## src/rtl/pscr_pkg.sv

```systemverilog
package pscr_pkg;

  // Register indices on the management port; the byte address is the index itself.
  localparam logic [4:0] OFS_BMS = 5'h01;
  localparam logic [4:0] OFS_STATUS = 5'h10;
  localparam logic [4:0] OFS_CTRL = 5'h11;
  localparam logic [4:0] OFS_EVENTS = 5'h12;
  localparam logic [4:0] OFS_IRQ_STAT = 5'h18;
  localparam logic [4:0] OFS_IRQ_MASK = 5'h19;

  localparam logic [15:0] CTRL_RESET = 16'h0108;
  localparam logic [15:0] CTRL_WR_MASK = 16'hFF1F;
  localparam logic [15:0] EVENTS_RESET = 16'h0000;
  localparam logic [15:0] STATUS_RESET = 16'h0002;

  localparam int CTRL_CLK_OFF = 15;
  localparam int CTRL_PS_EN = 14;
  localparam int CTRL_PS_HI = 13;
  localparam int CTRL_PS_LO = 12;
  localparam int CTRL_SCR_BYP = 11;
  localparam int CTRL_FIFO_HI = 9;
  localparam int CTRL_FIFO_LO = 8;
  localparam int CTRL_COL_FD = 4;
  localparam int CTRL_IRQ_POL = 3;
  localparam int CTRL_IRQ_TEST = 2;
  localparam int CTRL_IRQ_EN = 1;
  localparam int CTRL_PIN_IRQ = 0;

  localparam int STS_DUPLEX = 2;
  localparam int STS_SPEED = 1;
  localparam int STS_LINK = 0;

  localparam logic [1:0] PS_NORMAL = 2'h0;
  localparam logic [1:0] PS_ACTIVE_SLEEP = 2'h2;

  localparam int FLAG_LINK = 13;
  localparam int FLAG_SPEED = 12;
  localparam int FLAG_DUPLEX = 11;

  // Local block interrupt bits.
  localparam int IRQ_WAKE = 0;
  localparam int IRQ_LINK = 1;

  localparam int CLK_HZ = 40_000_000;
  localparam int NLP_PERIOD_MS = 1400;
  localparam int NLP_PERIOD_CYC = (CLK_HZ / 1000) * NLP_PERIOD_MS;

endpackage

```

## src/rtl/pscr_regs.sv

```systemverilog
`timescale 1ns/1ps
// Operation
// - Status bit 2 is duplex; with negotiation off, strap or fixed 1 by mode.
// - Status bit 1 is speed, 1 means 10 Mbps, resets 1; same off rules.
// - Status bit 0 mirrors common_pinout_mode status link bit; reading status never clears it.
// - Control bit 15 shuts clocks, honoured only in IEEE power down.
// - Control bit 14 gates power save; at 1 the bits 13-12 mode applies.
// - Power save field: 0 normal, 1 reserved, 2 active sleep.
// - Active sleep keeps management and energy detect; link pulse every 1.4 s.
// - Control bit 11 bypasses the scrambler when set.
// - Loopback depth bits 9-8 give 4, 5, 6, 8 nibbles; reset code 1.
// - Loopback FIFO absorbs rx/tx rate difference; software picks depth.
// - Bit 4 zero: collision only half duplex; one: also in full duplex.
// - Bit 3 sets interrupt polarity; reset 1 means idle high, active low.
// - Bit 2 forces interrupts continuously while set.
// - Bit 1 globally enables event interrupts gated by individual enables.
// - Bit 0 selects shared pin: power down input or interrupt, polarity set by bit 3.
// - Control bits 7-5 are reserved, read-only zero.
// - Event register upper byte clear-on-read flags, lower byte enables.
module pscr_regs #(
  parameter int NLP_PERIOD = pscr_pkg::NLP_PERIOD_CYC
) (
  input wire logic clk, // 40 MHz clock
  input wire logic nrst, // synchronous reset, active low
  input wire logic [4:0] addr, // register index
  input wire logic [15:0] wdata, // write data
  input wire logic wr, // write strobe
  input wire logic rd, // read strobe
  output logic [15:0] rdata, // read data, cycle after rd
  input wire logic link_ok, // resolved link from common_pinout_mode status
  input wire logic an_enable, // auto-negotiation enabled
  input wire logic an_duplex, // negotiated duplex, 1 full
  input wire logic an_speed10, // negotiated speed, 1 means 10 Mbps
  input wire logic enhanced_mode, // 1 extended-feature mode, 0 common pinout
  input wire logic strap_duplex, // strap for duplex
  input wire logic strap_speed10, // strap for speed
  input wire logic ieee_pwrdn, // common_pinout_mode control power down bit
  input wire logic energy_det, // energy on the line, from a pin
  input wire logic [7:0] flag_events, // event pulses for flags 15-8
  input wire logic col_raw, // raw collision detect
  input wire logic pin_in, // shared pin input level
  output logic pin_out, // shared pin output value
  output logic pin_oe, // shared pin output enable
  output logic pwrdn_req, // power down requested through the pin
  output logic clk_off, // internal clock circuitry shut off
  output logic sleep_active, // active sleep in force
  output logic nlp_pulse, // normal link pulse request, one cycle
  output logic scr_bypass, // scrambler bypass
  output logic [3:0] fifo_depth, // loopback FIFO depth in nibbles
  output logic col_out, // collision to the MAC
  output logic irq // block level interrupt
);

  logic [15:0] ctrl_reg;
  logic [15:0] ctrl_next;
  logic [7:0] flags_reg;
  logic [7:0] flags_next;
  logic [7:0] ena_reg;
  logic [1:0] istat_reg;
  logic [1:0] istat_next;
  logic [1:0] imask_reg;
  logic duplex_reg;
  logic speed_reg;
  logic strap_dup_reg;
  logic strap_spd_reg;
  logic strap_taken_reg;
  logic [1:0] en_sync_reg;
  logic [1:0] pin_sync_reg;
  logic [31:0] nlp_cnt_reg;
  logic link_prev_reg;
  logic [15:0] rdata_reg;
  logic pin_out_reg;
  logic pin_oe_reg;
  logic pwrdn_reg;
  logic clk_off_reg;
  logic sleep_reg;
  logic nlp_reg;
  logic col_reg;
  logic irq_reg;
  logic [3:0] fifo_depth_reg;

  function automatic logic [3:0] depth_of(input logic [1:0] code);
    unique case (code)
      2'h0: depth_of = 4'h4;
      2'h1: depth_of = 4'h5;
      2'h2: depth_of = 4'h6;
      2'h3: depth_of = 4'h8;
    endcase
  endfunction

  wire sel_ctrl = addr == pscr_pkg::OFS_CTRL;
  wire sel_events = addr == pscr_pkg::OFS_EVENTS;
  wire sel_status = addr == pscr_pkg::OFS_STATUS;
  wire sel_istat = addr == pscr_pkg::OFS_IRQ_STAT;
  wire sel_imask = addr == pscr_pkg::OFS_IRQ_MASK;
  wire sel_bms = addr == pscr_pkg::OFS_BMS;

  // With negotiation off the common pinout uses the straps, the other mode fixed 1.
  wire duplex_now = an_enable ? an_duplex : (enhanced_mode ? 1'b1 : strap_dup_reg);
  wire speed_now = an_enable ? an_speed10 : (enhanced_mode ? 1'b1 : strap_spd_reg);

  wire [15:0] status_word = {13'h0000, duplex_reg, speed_reg, link_ok};
  wire [15:0] events_word = {flags_reg, ena_reg};

  wire ps_on = ctrl_reg[pscr_pkg::CTRL_PS_EN];
  wire [1:0] ps_mode = ctrl_reg[pscr_pkg::CTRL_PS_HI:pscr_pkg::CTRL_PS_LO];
  wire sleep_now = ps_on && (ps_mode == pscr_pkg::PS_ACTIVE_SLEEP);
  // Energy from a partner wakes the device by dropping the power save enable.
  wire wake = sleep_now && en_sync_reg[1];

  wire pend = |(flags_reg & ena_reg);
  wire assert_irq = (ctrl_reg[pscr_pkg::CTRL_IRQ_EN] && pend)
                    || ctrl_reg[pscr_pkg::CTRL_IRQ_TEST];
  wire pin_is_irq = ctrl_reg[pscr_pkg::CTRL_PIN_IRQ];

  wire link_chg = link_ok != link_prev_reg;
  wire [1:0] istat_set = {link_chg, wake};

  wire [15:0] rd_mux = sel_ctrl ? ctrl_reg :
                       sel_events ? events_word :
                       sel_status ? status_word :
                       sel_bms ? {13'h0000, link_ok, 2'h0} :
                       sel_istat ? {14'h0000, istat_reg} :
                       sel_imask ? {14'h0000, imask_reg} : 16'h0000;

  always_comb
  begin
    ctrl_next = ctrl_reg;
    if (wr && sel_ctrl)
    begin
      ctrl_next = wdata & pscr_pkg::CTRL_WR_MASK;
    end
    if (wake)
    begin
      ctrl_next[pscr_pkg::CTRL_PS_EN] = 1'b0;
    end
    // Set wins over the read clear so no event is lost.
    flags_next = ((rd && sel_events) ? 8'h00 : flags_reg) | flag_events;
    istat_next = ((rd && sel_istat) ? 2'h0 : istat_reg) | istat_set;
  end

  always_ff @(posedge clk)
  begin
    if (!nrst)
    begin
      ctrl_reg <= pscr_pkg::CTRL_RESET;
      flags_reg <= 8'h00;
      ena_reg <= 8'h00;
      istat_reg <= 2'h0;
      imask_reg <= 2'h0;
      rdata_reg <= 16'h0000;
      // Following the link through reset keeps its release from looking like a change.
      link_prev_reg <= link_ok;
    end
    else
    begin
      ctrl_reg <= ctrl_next;
      flags_reg <= flags_next;
      istat_reg <= istat_next;
      link_prev_reg <= link_ok;
      if (wr && sel_events)
      begin
        ena_reg <= wdata[7:0];
      end
      if (wr && sel_imask)
      begin
        imask_reg <= wdata[1:0];
      end
      rdata_reg <= rd ? rd_mux : 16'h0000;
    end
  end

  // Straps are caught once after reset release, never under the reset itself.
  always_ff @(posedge clk)
  begin
    if (!nrst)
    begin
      strap_taken_reg <= 1'b0;
      strap_dup_reg <= 1'b0;
      strap_spd_reg <= 1'b1;
      duplex_reg <= 1'b0;
      speed_reg <= pscr_pkg::STATUS_RESET[pscr_pkg::STS_SPEED];
    end
    else
    begin
      if (!strap_taken_reg)
      begin
        strap_dup_reg <= strap_duplex;
        strap_spd_reg <= strap_speed10;
        strap_taken_reg <= 1'b1;
      end
      duplex_reg <= duplex_now;
      speed_reg <= speed_now;
    end
  end

  always_ff @(posedge clk)
  begin
    if (!nrst)
    begin
      en_sync_reg <= 2'h0;
      pin_sync_reg <= 2'h0;
    end
    else
    begin
      en_sync_reg <= {en_sync_reg[0], energy_det};
      pin_sync_reg <= {pin_sync_reg[0], pin_in};
    end
  end

  // Link pulse timer only runs while asleep, so it costs nothing in normal use.
  always_ff @(posedge clk)
  begin
    if (!nrst || !sleep_now)
    begin
      nlp_cnt_reg <= 32'h00000000;
      nlp_reg <= 1'b0;
    end
    else if (nlp_cnt_reg == 32'(NLP_PERIOD - 1))
    begin
      nlp_cnt_reg <= 32'h00000000;
      nlp_reg <= 1'b1;
    end
    else
    begin
      nlp_cnt_reg <= nlp_cnt_reg + 32'h00000001;
      nlp_reg <= 1'b0;
    end
  end

  always_ff @(posedge clk)
  begin
    if (!nrst)
    begin
      pin_out_reg <= 1'b1;
      pin_oe_reg <= 1'b0;
      pwrdn_reg <= 1'b0;
      clk_off_reg <= 1'b0;
      sleep_reg <= 1'b0;
      col_reg <= 1'b0;
      irq_reg <= 1'b0;
      fifo_depth_reg <= 4'h5;
    end
    else
    begin
      pin_oe_reg <= pin_is_irq;
      pin_out_reg <= assert_irq ^ ctrl_reg[pscr_pkg::CTRL_IRQ_POL];
      pwrdn_reg <= !pin_is_irq && !pin_sync_reg[1];
      clk_off_reg <= ctrl_reg[pscr_pkg::CTRL_CLK_OFF] && ieee_pwrdn;
      sleep_reg <= sleep_now;
      col_reg <= col_raw && (!duplex_reg || ctrl_reg[pscr_pkg::CTRL_COL_FD]);
      irq_reg <= |(istat_next & imask_reg);
      fifo_depth_reg <= depth_of(ctrl_reg[pscr_pkg::CTRL_FIFO_HI:pscr_pkg::CTRL_FIFO_LO]);
    end
  end

  assign rdata = rdata_reg;
  assign pin_out = pin_out_reg;
  assign pin_oe = pin_oe_reg;
  assign pwrdn_req = pwrdn_reg;
  assign clk_off = clk_off_reg;
  assign sleep_active = sleep_reg;
  assign nlp_pulse = nlp_reg;
  assign scr_bypass = ctrl_reg[pscr_pkg::CTRL_SCR_BYP];
  // Depth steers the external loopback FIFO that spans rx and tx clocks.
  assign fifo_depth = fifo_depth_reg;
  assign col_out = col_reg;
  assign irq = irq_reg;

  chk_clk_off_gate: assert property (@(posedge clk) disable iff (!nrst)
    clk_off |-> $past(ieee_pwrdn)) else $error("clock shut off outside power down");
  chk_irq_pin_level: assert property (@(posedge clk) disable iff (!nrst)
    $past(ctrl_reg[2]) && $past(ctrl_reg[3]) && $past(nrst) |-> !pin_out)
    else $error("test interrupt not shown active low");
  chk_test_irq: assert property (@(posedge clk) disable iff (!nrst)
    ctrl_reg[2] && !ctrl_reg[3] ##1 nrst |-> pin_out) else $error("forced interrupt missing");
  chk_irq_gate: assert property (@(posedge clk) disable iff (!nrst)
    !ctrl_reg[1] && !ctrl_reg[2] && !ctrl_reg[3] ##1 nrst |-> !pin_out)
    else $error("interrupt without enable");
  chk_pin_role: assert property (@(posedge clk) disable iff (!nrst)
    $past(nrst) |-> pin_oe == $past(ctrl_reg[0])) else $error("pin role wrong");
  chk_reserved_zero: assert property (@(posedge clk) disable iff (!nrst)
    ctrl_reg[7:5] == 3'h0) else $error("reserved bits not zero");
  chk_col_half: assert property (@(posedge clk) disable iff (!nrst)
    col_out |-> $past(col_raw)) else $error("collision without cause");
  chk_flag_keep: assert property (@(posedge clk) disable iff (!nrst)
    !(rd && sel_events) |=> (flags_reg & $past(flags_reg)) == $past(flags_reg))
    else $error("flag lost");
  chk_link_mirror: assert property (@(posedge clk) disable iff (!nrst)
    rd && sel_status |=> rdata[0] == $past(link_ok)) else $error("link bit wrong");
  chk_sleep_decode: assert property (@(posedge clk) disable iff (!nrst)
    $past(nrst) |-> sleep_active == $past(sleep_now)) else $error("sleep decode wrong");

  // Each output is checked one cycle after the state that drives it, scr_bypass one cycle after the write that sets it.
  chk_clk_off_cause: assert property (@(posedge clk) disable iff (!nrst)
    $past(nrst) && $past(ctrl_reg[15]) && $past(ieee_pwrdn) |-> clk_off)
    else $error("clock not shut off in power down");
  chk_scr_follow: assert property (@(posedge clk) disable iff (!nrst)
    wr && sel_ctrl && !wake |=> scr_bypass == $past(wdata[11]))
    else $error("scrambler bypass not taken from write");
  chk_fifo_max: assert property (@(posedge clk) disable iff (!nrst)
    $past(nrst) && $past(ctrl_reg[9:8]) == 2'h3 |-> fifo_depth == 4'h8)
    else $error("loopback depth code 3 wrong");
  chk_fifo_min: assert property (@(posedge clk) disable iff (!nrst)
    $past(nrst) && $past(ctrl_reg[9:8]) == 2'h0 |-> fifo_depth == 4'h4)
    else $error("loopback depth code 0 wrong");
  chk_fifo_six: assert property (@(posedge clk) disable iff (!nrst)
    $past(nrst) && $past(ctrl_reg[9:8]) == 2'h2 |-> fifo_depth == 4'h6)
    else $error("loopback depth code 2 wrong");
  chk_col_half_dup: assert property (@(posedge clk) disable iff (!nrst)
    $past(nrst) && $past(col_raw) && !$past(duplex_reg) |-> col_out)
    else $error("collision lost in half duplex");
  chk_col_full_block: assert property (@(posedge clk) disable iff (!nrst)
    $past(nrst) && $past(duplex_reg) && !$past(ctrl_reg[4]) |-> !col_out)
    else $error("collision in full duplex while disabled");
  chk_sleep_gate: assert property (@(posedge clk) disable iff (!nrst)
    !ctrl_reg[14] |=> !sleep_active)
    else $error("sleep without power save enable");
  chk_reserved_mode: assert property (@(posedge clk) disable iff (!nrst)
    ctrl_reg[13:12] == 2'h1 |=> !sleep_active)
    else $error("reserved power save code acted");
  chk_nlp_sleep: assert property (@(posedge clk) disable iff (!nrst)
    nlp_pulse |-> $past(sleep_now))
    else $error("link pulse outside sleep");
  chk_nlp_single: assert property (@(posedge clk) disable iff (!nrst)
    nlp_pulse |=> !nlp_pulse)
    else $error("link pulse longer than one cycle");
  chk_wake_clear: assert property (@(posedge clk) disable iff (!nrst)
    wake |=> !ctrl_reg[14])
    else $error("energy did not end sleep");
  chk_duplex_fixed: assert property (@(posedge clk) disable iff (!nrst)
    $past(nrst) && !$past(an_enable) && $past(enhanced_mode) |-> duplex_reg)
    else $error("duplex not fixed full");
  chk_speed_fixed: assert property (@(posedge clk) disable iff (!nrst)
    $past(nrst) && !$past(an_enable) && $past(enhanced_mode) |-> speed_reg)
    else $error("speed not fixed 10");
  chk_duplex_strap: assert property (@(posedge clk) disable iff (!nrst)
    $past(nrst) && !$past(an_enable) && !$past(enhanced_mode) |-> duplex_reg == $past(strap_dup_reg))
    else $error("duplex not from strap");
  chk_speed_strap: assert property (@(posedge clk) disable iff (!nrst)
    $past(nrst) && !$past(an_enable) && !$past(enhanced_mode) |-> speed_reg == $past(strap_spd_reg))
    else $error("speed not from strap");
  chk_duplex_an: assert property (@(posedge clk) disable iff (!nrst)
    $past(nrst) && $past(an_enable) |-> duplex_reg == $past(an_duplex))
    else $error("duplex not negotiated value");
  chk_speed_an: assert property (@(posedge clk) disable iff (!nrst)
    $past(nrst) && $past(an_enable) |-> speed_reg == $past(an_speed10))
    else $error("speed not negotiated value");
  chk_events_clear: assert property (@(posedge clk) disable iff (!nrst)
    rd && sel_events && !(|flag_events) |=> flags_reg == 8'h00)
    else $error("event flags not cleared by read");
  chk_events_set: assert property (@(posedge clk) disable iff (!nrst)
    |flag_events |=> (flags_reg & $past(flag_events)) == $past(flag_events))
    else $error("event flag not set");
  chk_irq_event: assert property (@(posedge clk) disable iff (!nrst)
    $past(nrst) && $past(ctrl_reg[1]) && $past(pend) && !$past(ctrl_reg[3]) |-> pin_out)
    else $error("enabled event gave no interrupt");
  chk_pwrdn_pin: assert property (@(posedge clk) disable iff (!nrst)
    $past(nrst) && $past(ctrl_reg[0]) |-> !pwrdn_req)
    else $error("power down taken while pin is an output");
  chk_istat_set: assert property (@(posedge clk) disable iff (!nrst)
    |istat_set |=> (istat_reg & $past(istat_set)) == $past(istat_set))
    else $error("block status event lost");
  chk_blk_irq: assert property (@(posedge clk) disable iff (!nrst)
    $past(nrst) && $past(|(istat_reg & imask_reg)) && !$past(rd && sel_istat) |-> irq)
    else $error("block interrupt missing");
  chk_rdata_idle: assert property (@(posedge clk) disable iff (!nrst)
    !rd |=> rdata == 16'h0000)
    else $error("read data without read");
  chk_ctrl_write: assert property (@(posedge clk) disable iff (!nrst)
    wr && sel_ctrl && !wake |=> ctrl_reg == ($past(wdata) & pscr_pkg::CTRL_WR_MASK))
    else $error("control write not taken");

endmodule // pscr_regs
```

## config.mk

```make
export PLATFORM = sky130hd
export DESIGN_NAME = pscr_regs
export DESIGN_NICKNAME = d
export VERILOG_FILES = /design/src/rtl/pscr_pkg.sv /design/src/rtl/pscr_regs.sv
export SDC_FILE = /design/constraint.sdc
export NUM_CORES = 1
export LEC_CHECK = 0
export BUFFER_PORTS_ARGS = -buffer_cell sky130_fd_sc_hd__buf_2
export CORE_MARGIN = 10
export CORE_UTILIZATION = 52
export CTS_CLUSTER_SIZE = 40
export DETAILED_ROUTE_END_ITERATION = 10
export PLACE_DENSITY = 0.81
export SYNTH_ARGS = -nofsm -noshare
export SYNTH_HDL_FRONTEND = slang
export SYNTH_SLANG_ARGS = --single-unit
export TNS_END_PERCENT = 50
```

## constraint.sdc

```tcl
create_clock -name clk -period 5.2 [get_ports clk]
set_clock_uncertainty 0.2 [all_clocks]
set_input_delay 0.52 -clock clk [delete_from_list [all_inputs] [get_ports clk]]
set_output_delay 0.52 -clock clk [all_outputs]
set_load 0.02 [all_outputs]
```

After elaboration in Yosys (flattened, before gate mapping)
Cells that the tools add are included.
Storage, ports and cells
  output and inout bits: 29
  bits of input ports: 44
  flip-flop bits (word level): 103
Cells by class
  add/subtract/negate cells: 1
  multiplexer cells: 15
  bitwise logic cells: 7
  equality and inequality tests: 12
  reductions and logical operators: 26
Operator list (count)
  $add A32 B1 Y32 const B: 1
  $eq A32 B26 Y1 const B: 1
  $mux W16: 2
  $eq A5 B5 Y1 const B: 5
  $pmux W4 S4: 1
  $logic_and A1 B1 Y1: 11
  $and A8 B8 Y8: 1
  $mux W8: 1
  $or A8 B8 Y8: 1
  $reduce_or A2 Y1: 4
  $reduce_or A8 Y1: 1
  $eq A2 B2 Y1 const B: 3
  $mux W1: 6
  $mux W2: 3
  $mux W3: 2
  $eq A5 B1 Y1 const B: 1
  $logic_not A1 Y1: 5
  $logic_or A1 B1 Y1: 3
  $and A2 B2 Y2: 1
  $eq A2 B1 Y1 const B: 1
  $logic_not A2 Y1: 1
  $not A1 Y1: 2
  $or A2 B2 Y2: 1
  $reduce_and A2 Y1: 1
  other kinds (2): 2

Longest topological paths before layout
Gate-level depths: netlist (run 1).
  depth after elaboration: 7
  depth in mapped cells: 7
  gate-level depth less buffers: 6

Worst setup path before layout (run 1)
Ideal clock, no wire load.
  path kind: input to register
  from: input addr[0]
  to: register rdata_reg[10], in the netlist rdata[10]
  data required time: 4940 ps
  stages on the path: 6
  arrival: 1876 ps
  library setup time: 60 ps
  slack: 3065 ps
  path buffers: 2
  cells stage by stage: clkbuf_1 -> nor4b_1 -> nand2_1 -> nor2_1 -> clkbuf_1 -> a22o_1
On the way
  longest elaborated chain between the ends: 3
Ends and longest elaborated chain
  from (decl): RTL line pscr_regs.sv:25  | input wire logic [4:0] addr,
  $eq A5 B5 Y1: RTL line pscr_regs.sv:92  | wire sel_events = addr == pscr_pkg::OFS_EVENTS;
  $mux W16: RTL line pscr_regs.sv:120  | sel_events ? events_word :
  $mux W16 (*): RTL line pscr_regs.sv:119  | wire [15:0] rd_mux = sel_ctrl ? ctrl_reg :
  to (signal assigned): RTL line pscr_regs.sv:169  | rdata_reg <= rd ? rd_mux : 16'h0000;
  to (decl): RTL line pscr_regs.sv:71  | logic [15:0] rdata_reg;
Mark *: on every way between the ends. The rest lies on a longest branch, timed or not.
A chain may end at the register's enable or synchronous reset.

Worst setup path in the final report (run 1)
  from: register nlp_cnt_reg[10]
  to: register nlp_cnt_reg[5]
On the way
  longest elaborated chain between the ends: 2
Ends and longest elaborated chain
  from (decl): RTL line pscr_regs.sv:69  | logic [31:0] nlp_cnt_reg;
  from (signal assigned): RTL line pscr_regs.sv:226  | nlp_cnt_reg <= nlp_cnt_reg + 32'h00000001;
  $eq A32 B26 Y1: RTL line pscr_regs.sv:219  | else if (nlp_cnt_reg == 32'(NLP_PERIOD - 1))
  $reduce_or A2 Y1 (no line)
No other way between the ends.

==> key figures, run 1 <==
Outcome
  • Status: complete, no violations

Clock tree
  • Longest Clk Path Bufs: 2
  • Setup Buffers After CTS: 0
  • Cts hold-fix bufs: 0
  • Clock latency on the worst-skew pair: 370 ps
  • Num Clock Sinks: 103
  • Root Buffer Master: clkbuf_8
  • CTS buffer count: 9
  • Clk pin slew, worst setup/hold paths: 100 ps
  • Post-CTS Resized: 0
  • H-Tree Level Count: 3
  • TritonCTS clock tree: done

Synth
  • Net Count, Synth: 485
  • Unique masters post-synth: 46
  • Mapped Cells: 440
  • Simple-Gate Fraction of Synth Area: between 20% and 30%
  • Post-synth EDFFs: 0
  • Synth Area per Inst: 9.20 um^2
  • Mux cell area share after synthesis: under 10%
  • Synth Area in XOR/XNOR: 4.76%
  • Yosys warning count: 0
  • Ys async rst share: 0%
  • Cell taking the most area after synthesis: dfxtp_1
  • Yosys top cell area share: around half
  • Complex-gate fraction of the synthesized area: 13.0%
  • Sequential share of the synthesized area: about 51%
  • Synth Register Bits: 103
  • Primary FF master, synth: dfxtp_1
  • Top cells by area, synth: dfxtp_1, nand2_1, nand3_1
  • Dominant combinational cell family by area after synthesis: simple AND/OR/NAND/NOR gates
  • Synth Area in Adders: less than 1%
  • Post-Syn Area: slightly above 0.004 mm^2

STA
  • Final WS setup: 2590 ps
  • Least-Margin Pin Slew: 1020 ps
  • Final Hold Viols: 0
  • Max Clock Freq: between 300 and 400 MHz
  • Worst slew margin: a little under a third
  • RSZ-0062 raised after global routing: false
  • Final worst-path cycle share: about half
  • Final setup fails: 0
  • Final Max Tran Viols: 0
  • Setup TNS: 0 ps
  • Final hold slack: about 110 ps
  • Fin crit period: 2610 ps

Global routing
  • GRT Util Overall: between 15 and 20%
  • First-pass GRT wire length: between 15000 and 20000 um
  • Initial antenna violation count: 0
  • Largest net degree at the start of global routing: 53
  • GRT overflow: 0
  • Vias in the first global route: 3343

Power and ir drop
  • Maximum vdd drop: 0.182 mV
  • Power per cell area: 289 mW/mm^2
  • LEAKAGE: 0.00178 uW

Flow run
  • Max Cap Violations: 0

Die
  • Die W: 108 um
  • Initial core utilization: 53.0%
  • Die area: 0.0117 mm^2
  • Io pins: 73
  • Core area: 0.00765 mm^2
  • DIE HEIGHT: 108 um
  • Cell Rows: 32

Finish
  • Share of cells above drive strength 1: 18.9%
  • Fillers: 668
  • Fin nets: 549
  • # diodes: 0
  • Syn-to-layout area delta: 14.4%
  • Max FFs per register: 32

Critical path
  • CP max stage delay: 750 ps
  • Setup crit start: nlp_cnt_reg[10]
  • Crit. End Element: register
  • CP Data Arrival Time: 2640 ps
  • Worst R2R Start: nlp_cnt_reg[10]
  • CP Cell Sequence: nand4_2 > or2_1 > or4_1 > o21ai_4 > nor2_1
  • Max Fanout on Critical Path: 22
  • Worst setup path category: reg2reg
  • Slowest library cell on the worst path: or4_1
  • Critical path required time: 5230 ps
  • Startpoint types: register

Placement
  • Buffers on Ports: 72
  • Placed wire-length estimate: 6820 um
  • RePlAce Congestion: 0.859
  • Pre-CTS WS: 2590 ps

Routing
  • Wire per inst: ~15 um
  • Via/cell ratio: between 5 and 6
  • DRT Wirelength: a little over 9000 um
  • DRC errors left: 0
  • Post-DRT Antenna Nets: 0
  • DRT iter0 DRCs: 125
  • Drt pass-1 iters: 4
  • Via count: 3311

Min path
  • Min-delay worst type: in2reg
  • HP Start: link_ok
[layer usage]
metal / GRT usage, % / part of all wire, % / vias to the layer above
li1: - / - / 1669
met2: 27.7 / 51 / 76
met4: 6.03 / 1.6 / 0
met1: 19.1 / 42 / 1553
met3: 4.28 / 5.4 / 13
met5: 0 / 0 / -
[kinds of logic (layout without fill, tap and decap cells)]
logic type | count (synthesis) | count (layout)
xor gates and xnor gates | 22 | 22
buffers and inverters | 27 | 96
and+or+nand+nor | 201 | 201
AOI/OAI and AO/OA | 78 | 78
muxes | 8 | 8
adders and majority gates | 1 | 1
DFF | 103 | 103
[Yosys cell counts (all sizes together), types with 4 or more instances]
cell type,instances
mux2i,6
nor3,5
nor2b,16
nor4b,4
xor2,16
a22o,11
clkbuf,15
xnor2,6
nor2,30
dfxtp,103
buf,4
nand3,36
and2,12
and3,11
a21oi,22
nand2,53
a21boi,19
a22oi,4
and4,4
nand4,14
o21ai,13
inv,8
[per-stage QoR]
stage	power, uW	util (%)	std cells	area [um^2]
final	1340	60.6	611	4630
after global routing	1390	60.6	611	4630
after CTS	1350	60.6	611	4630
after detailed placement	883	58.1	595	4440
after global placement	881	58.1	595	4440
after floorplan	854	-	440	4050
[power breakdown]
part	total [uW]	internal, uW	switching [uW]
clock network	473	194	279
logic	56.7	26.8	29.9
registers	809	801	7.88
total	1340	1020	317
[critical path: cells and delay by family, from the launching register on]
kind	cells	cell delay (ps)
AND/OR/NAND/NOR	4	1290
AO/OA/AOI/OAI	1	550
flip-flops	1	440
[path summary, 6_finish.rpt]
path	end	slack, ps	depth (start not counted)
worst max-delay path	nlp_cnt_reg[5]	2590	5
worst min-delay path	link_prev_reg	110	1
worst max register to register	nlp_cnt_reg[5]	2590	5
worst min register to register	pwrdn_req	210	1
[cell type report]
type / count / area [um^2] / share of cell area [%]
clock buffer: 10 / 138 / 2.97
clock inverter: 6 / 52.6 / 1.13
tap: 102 / 128 / 2.75
timing repair buffer: 72 / 360 / 7.78
multi-input combinational: 310 / 1860 / 40.2
inverter: 8 / 30.0 / 0.648
sequential: 103 / 2060 / 44.5
[cell usage in the layout (no fill, tap or decap), types with 13 or more instances in the layout]
master    synthesis  routed
a21boi_0         19      19
nor2_1           30      30
nor2b_1          16      16
xor2_1           16      16
nand2_1          53      53
buf_2             1      72
nand3_1          36      36
dfxtp_1         103     103
nand4_1          13      13
a21oi_1          22      22
(Power assumes the default switching activity.)
==> inputs of run 2 (changes only) <==
==> constraint.sdc (replaced) <==
create_clock -name clk -period 2.6 [get_ports clk]
set_clock_uncertainty 0.2 [all_clocks]
set_input_delay 0.26 -clock clk [delete_from_list [all_inputs] [get_ports clk]]
set_output_delay 0.26 -clock clk [all_outputs]
set_load 0.02 [all_outputs]
==> run 2 against run 1 <==
Critical path depth increased by 1. Core utilization increased by 6.1 points. Hold slack got worse by 65 ps. Clock power increased by 120%. Final cell count increased by 7.5%. Global-route usage increased by 2.2 points. Critical endpoint is now nlp_cnt_reg[17]. Largest power group unchanged.
==> key figures, run 2 (same netlist as run 1, synthesis figures left out) <==
Clock tree
  • CTS buffer count: 9
  • TritonCTS clock tree: done
  • Longest Clk Path Bufs: 2
  • Clk pin slew, worst setup/hold paths: 100 ps
  • Setup Buffers After CTS: 0
  • Post-CTS Resized: 0
  • H-Tree Level Count: 3
  • Root Buffer Master: clkbuf_8
  • Num Clock Sinks: 103
  • Cts hold-fix bufs: 35
  • Clock latency on the worst-skew pair: approximately 370 ps

Power and ir drop
  • Power per cell area: 556 mW/mm^2
  • Internal power: 2180 uW
  • Switching share of power: 23.1%
  • LEAKAGE: ~0.0020 uW
  • Psw: roughly 660 uW
  • Clock network power share: 37.3%
  • Comb pwr share: under 10%
  • Maximum vdd drop: about 0.44 mV
  • Register share of total power: a little under three fifths

Critical path
  • Worst R2R End: nlp_cnt_reg[17]
  • R2R Setup Slk: about 190 ps
  • R2R cell count: 6
  • Worst setup path category: reg2reg
  • CP Data Arrival Time: 2460 ps
  • Max Fanout on Critical Path: 22
  • Worst R2R Start: nlp_cnt_reg[10]
  • Critical path required time: 2660 ps
  • Largest delay share family, worst path: simple AND/OR/NAND/NOR gates
  • CP max stage delay: 740 ps
  • CP bufs+invs: 1
  • Slowest library cell on the worst path: or4_1
  • Crit. End Element: register
  • CP Cell Sequence: nand4_2 > or2_1 > or4_1 > o21ai_4 > buf_12 > nor2_1
  • Startpoint types: register

Placement
  • Post-Place Cells: 606
  • RePlAce Congestion: 0.896
  • Buffers on Ports: 72
  • Placed wire-length estimate: roughly 7300 um

STA
  • Least-Margin Pin Slew: between 600 and 700 ps
  • Setup TNS: 0 ps
  • Final worst-path cycle share: 92.6%
  • Max Clock Freq: 415 MHz
  • Worst slew margin: 58.1%
  • Final Max Tran Viols: 0
  • RSZ-0062 raised after global routing: false
  • Final Hold Viols: 0
  • Final hold slack: between 40 and 50 ps
  • Fin crit period: 2410 ps
  • Final setup fails: 0

Finish
  • Layout Cells excl Fill: around 660
  • Fin nets: 595
  • Syn-to-layout area delta: 25.9%
  • Share of cells above drive strength 1: 19.3%
  • Most frequent cells in the layout: dfxtp_1, buf_2, nand2_1
  • Max FFs per register: 32
  • Final Core Density: 66.7%
  • # diodes: 0
  • Commonest non-fill, non-tap cell in the layout: dfxtp_1

Global routing
  • Vias in the first global route: 3699
  • GRT Util Overall: a little under a fifth
  • Largest net degree at the start of global routing: 33
  • Initial antenna violation count: 0
  • First-pass GRT wire length: 17600 um
  • GRT overflow: 0

Routing
  • Drt pass-1 iters: 4
  • DRT Wirelength: approximately 11000 um
  • Via count: 3560
  • Wire per inst: 16.1 um
  • Via/cell ratio: 5.42
  • Post-DRT Antenna Nets: 0
  • DRT iter0 DRCs: between 150 and 200
  • DRC errors left: 0

Die
  • DIE HEIGHT: around 110 um
  • Die area: ~0.012 mm^2
  • Cell Rows: 32
  • Die W: 108 um
  • Initial core utilization: 53.0%
  • Io pins: between 70 and 80
  • Core area: 0.00765 mm^2

Outcome
  • Status: complete, no violations

Flow run
  • Max Cap Violations: 0

Min path
  • Min-delay worst type: in2reg
  • Hold Path Sink: strap_taken_reg
  • Worst hold stages: 2
  • HP Start: nrst
run 2: changes by cell type in the layout (fill, tap and decap cells not counted), sizes merged:
cell	change
dlygate4sd3	+35
buf	+11
clkinvlp	-2
bufinv	+1
inv	+1
run 2: per-stage QoR:
stage / instance area (um^2) / setup WS (ps) / power [uW]
floorplan: 4050 / 489 / 1710
global placement: 4540 / 291 / 1770
detailed placement: 4540 / 230 / 1770
CTS: 5100 / 200 / 2850
global route: 5100 / 107 / 2930
finish: 5100 / 192 / 2840
run 2: layout make-up:
| class | instances | area (um^2) |
|---|---|---|
| Clock buffer | 10 | 138 |
| Clock inverter | 6 | 75.1 |
| Fill cell | 595 | 2550 |
| Inverter | 8 | 30.0 |
| Multi-Input combinational cell | 310 | 1860 |
| Sequential cell | 103 | 2060 |
| Tap cell | 102 | 128 |
| Timing Repair Buffer | 118 | 806 |
run 2: power by group through the flow:
stage	sequential, uW	combinational (uW)	clock, uW
2_1_floorplan	1650	54.7	0
5_1_grt	1620	178	1130
4_1_cts	1620	158	1080
6_report	1620	163	1060
3_3_place_gp	1650	113	0
3_5_place_dp	1650	117	0
run 2: worst max-delay path by stage:
stage | from | endpoint | slack [ps] | cells after the start
2_1_floorplan | nlp_cnt_reg[10] | nlp_cnt_reg[29] | 490 | 7
3_3_place_gp | nlp_cnt_reg[10] | nlp_cnt_reg[25] | 290 | 6
3_5_place_dp | nlp_cnt_reg[10] | nlp_cnt_reg[13] | 230 | 6
4_1_cts | nlp_cnt_reg[10] | nlp_cnt_reg[2] | 200 | 6
5_1_grt | nlp_cnt_reg[10] | nlp_cnt_reg[17] | 110 | 6
6_report | nlp_cnt_reg[10] | nlp_cnt_reg[17] | 190 | 6
run 2: layer usage:
metal	share of wire, %	wire length, um	GRT usage, %	vias up
li1	-	-	-	1755
met4	2.7	284	8.38	0
met5	0	0	0	-
met3	5.5	582	5.35	23
met2	53	5560	33.2	107
met1	39	4130	19.4	1675
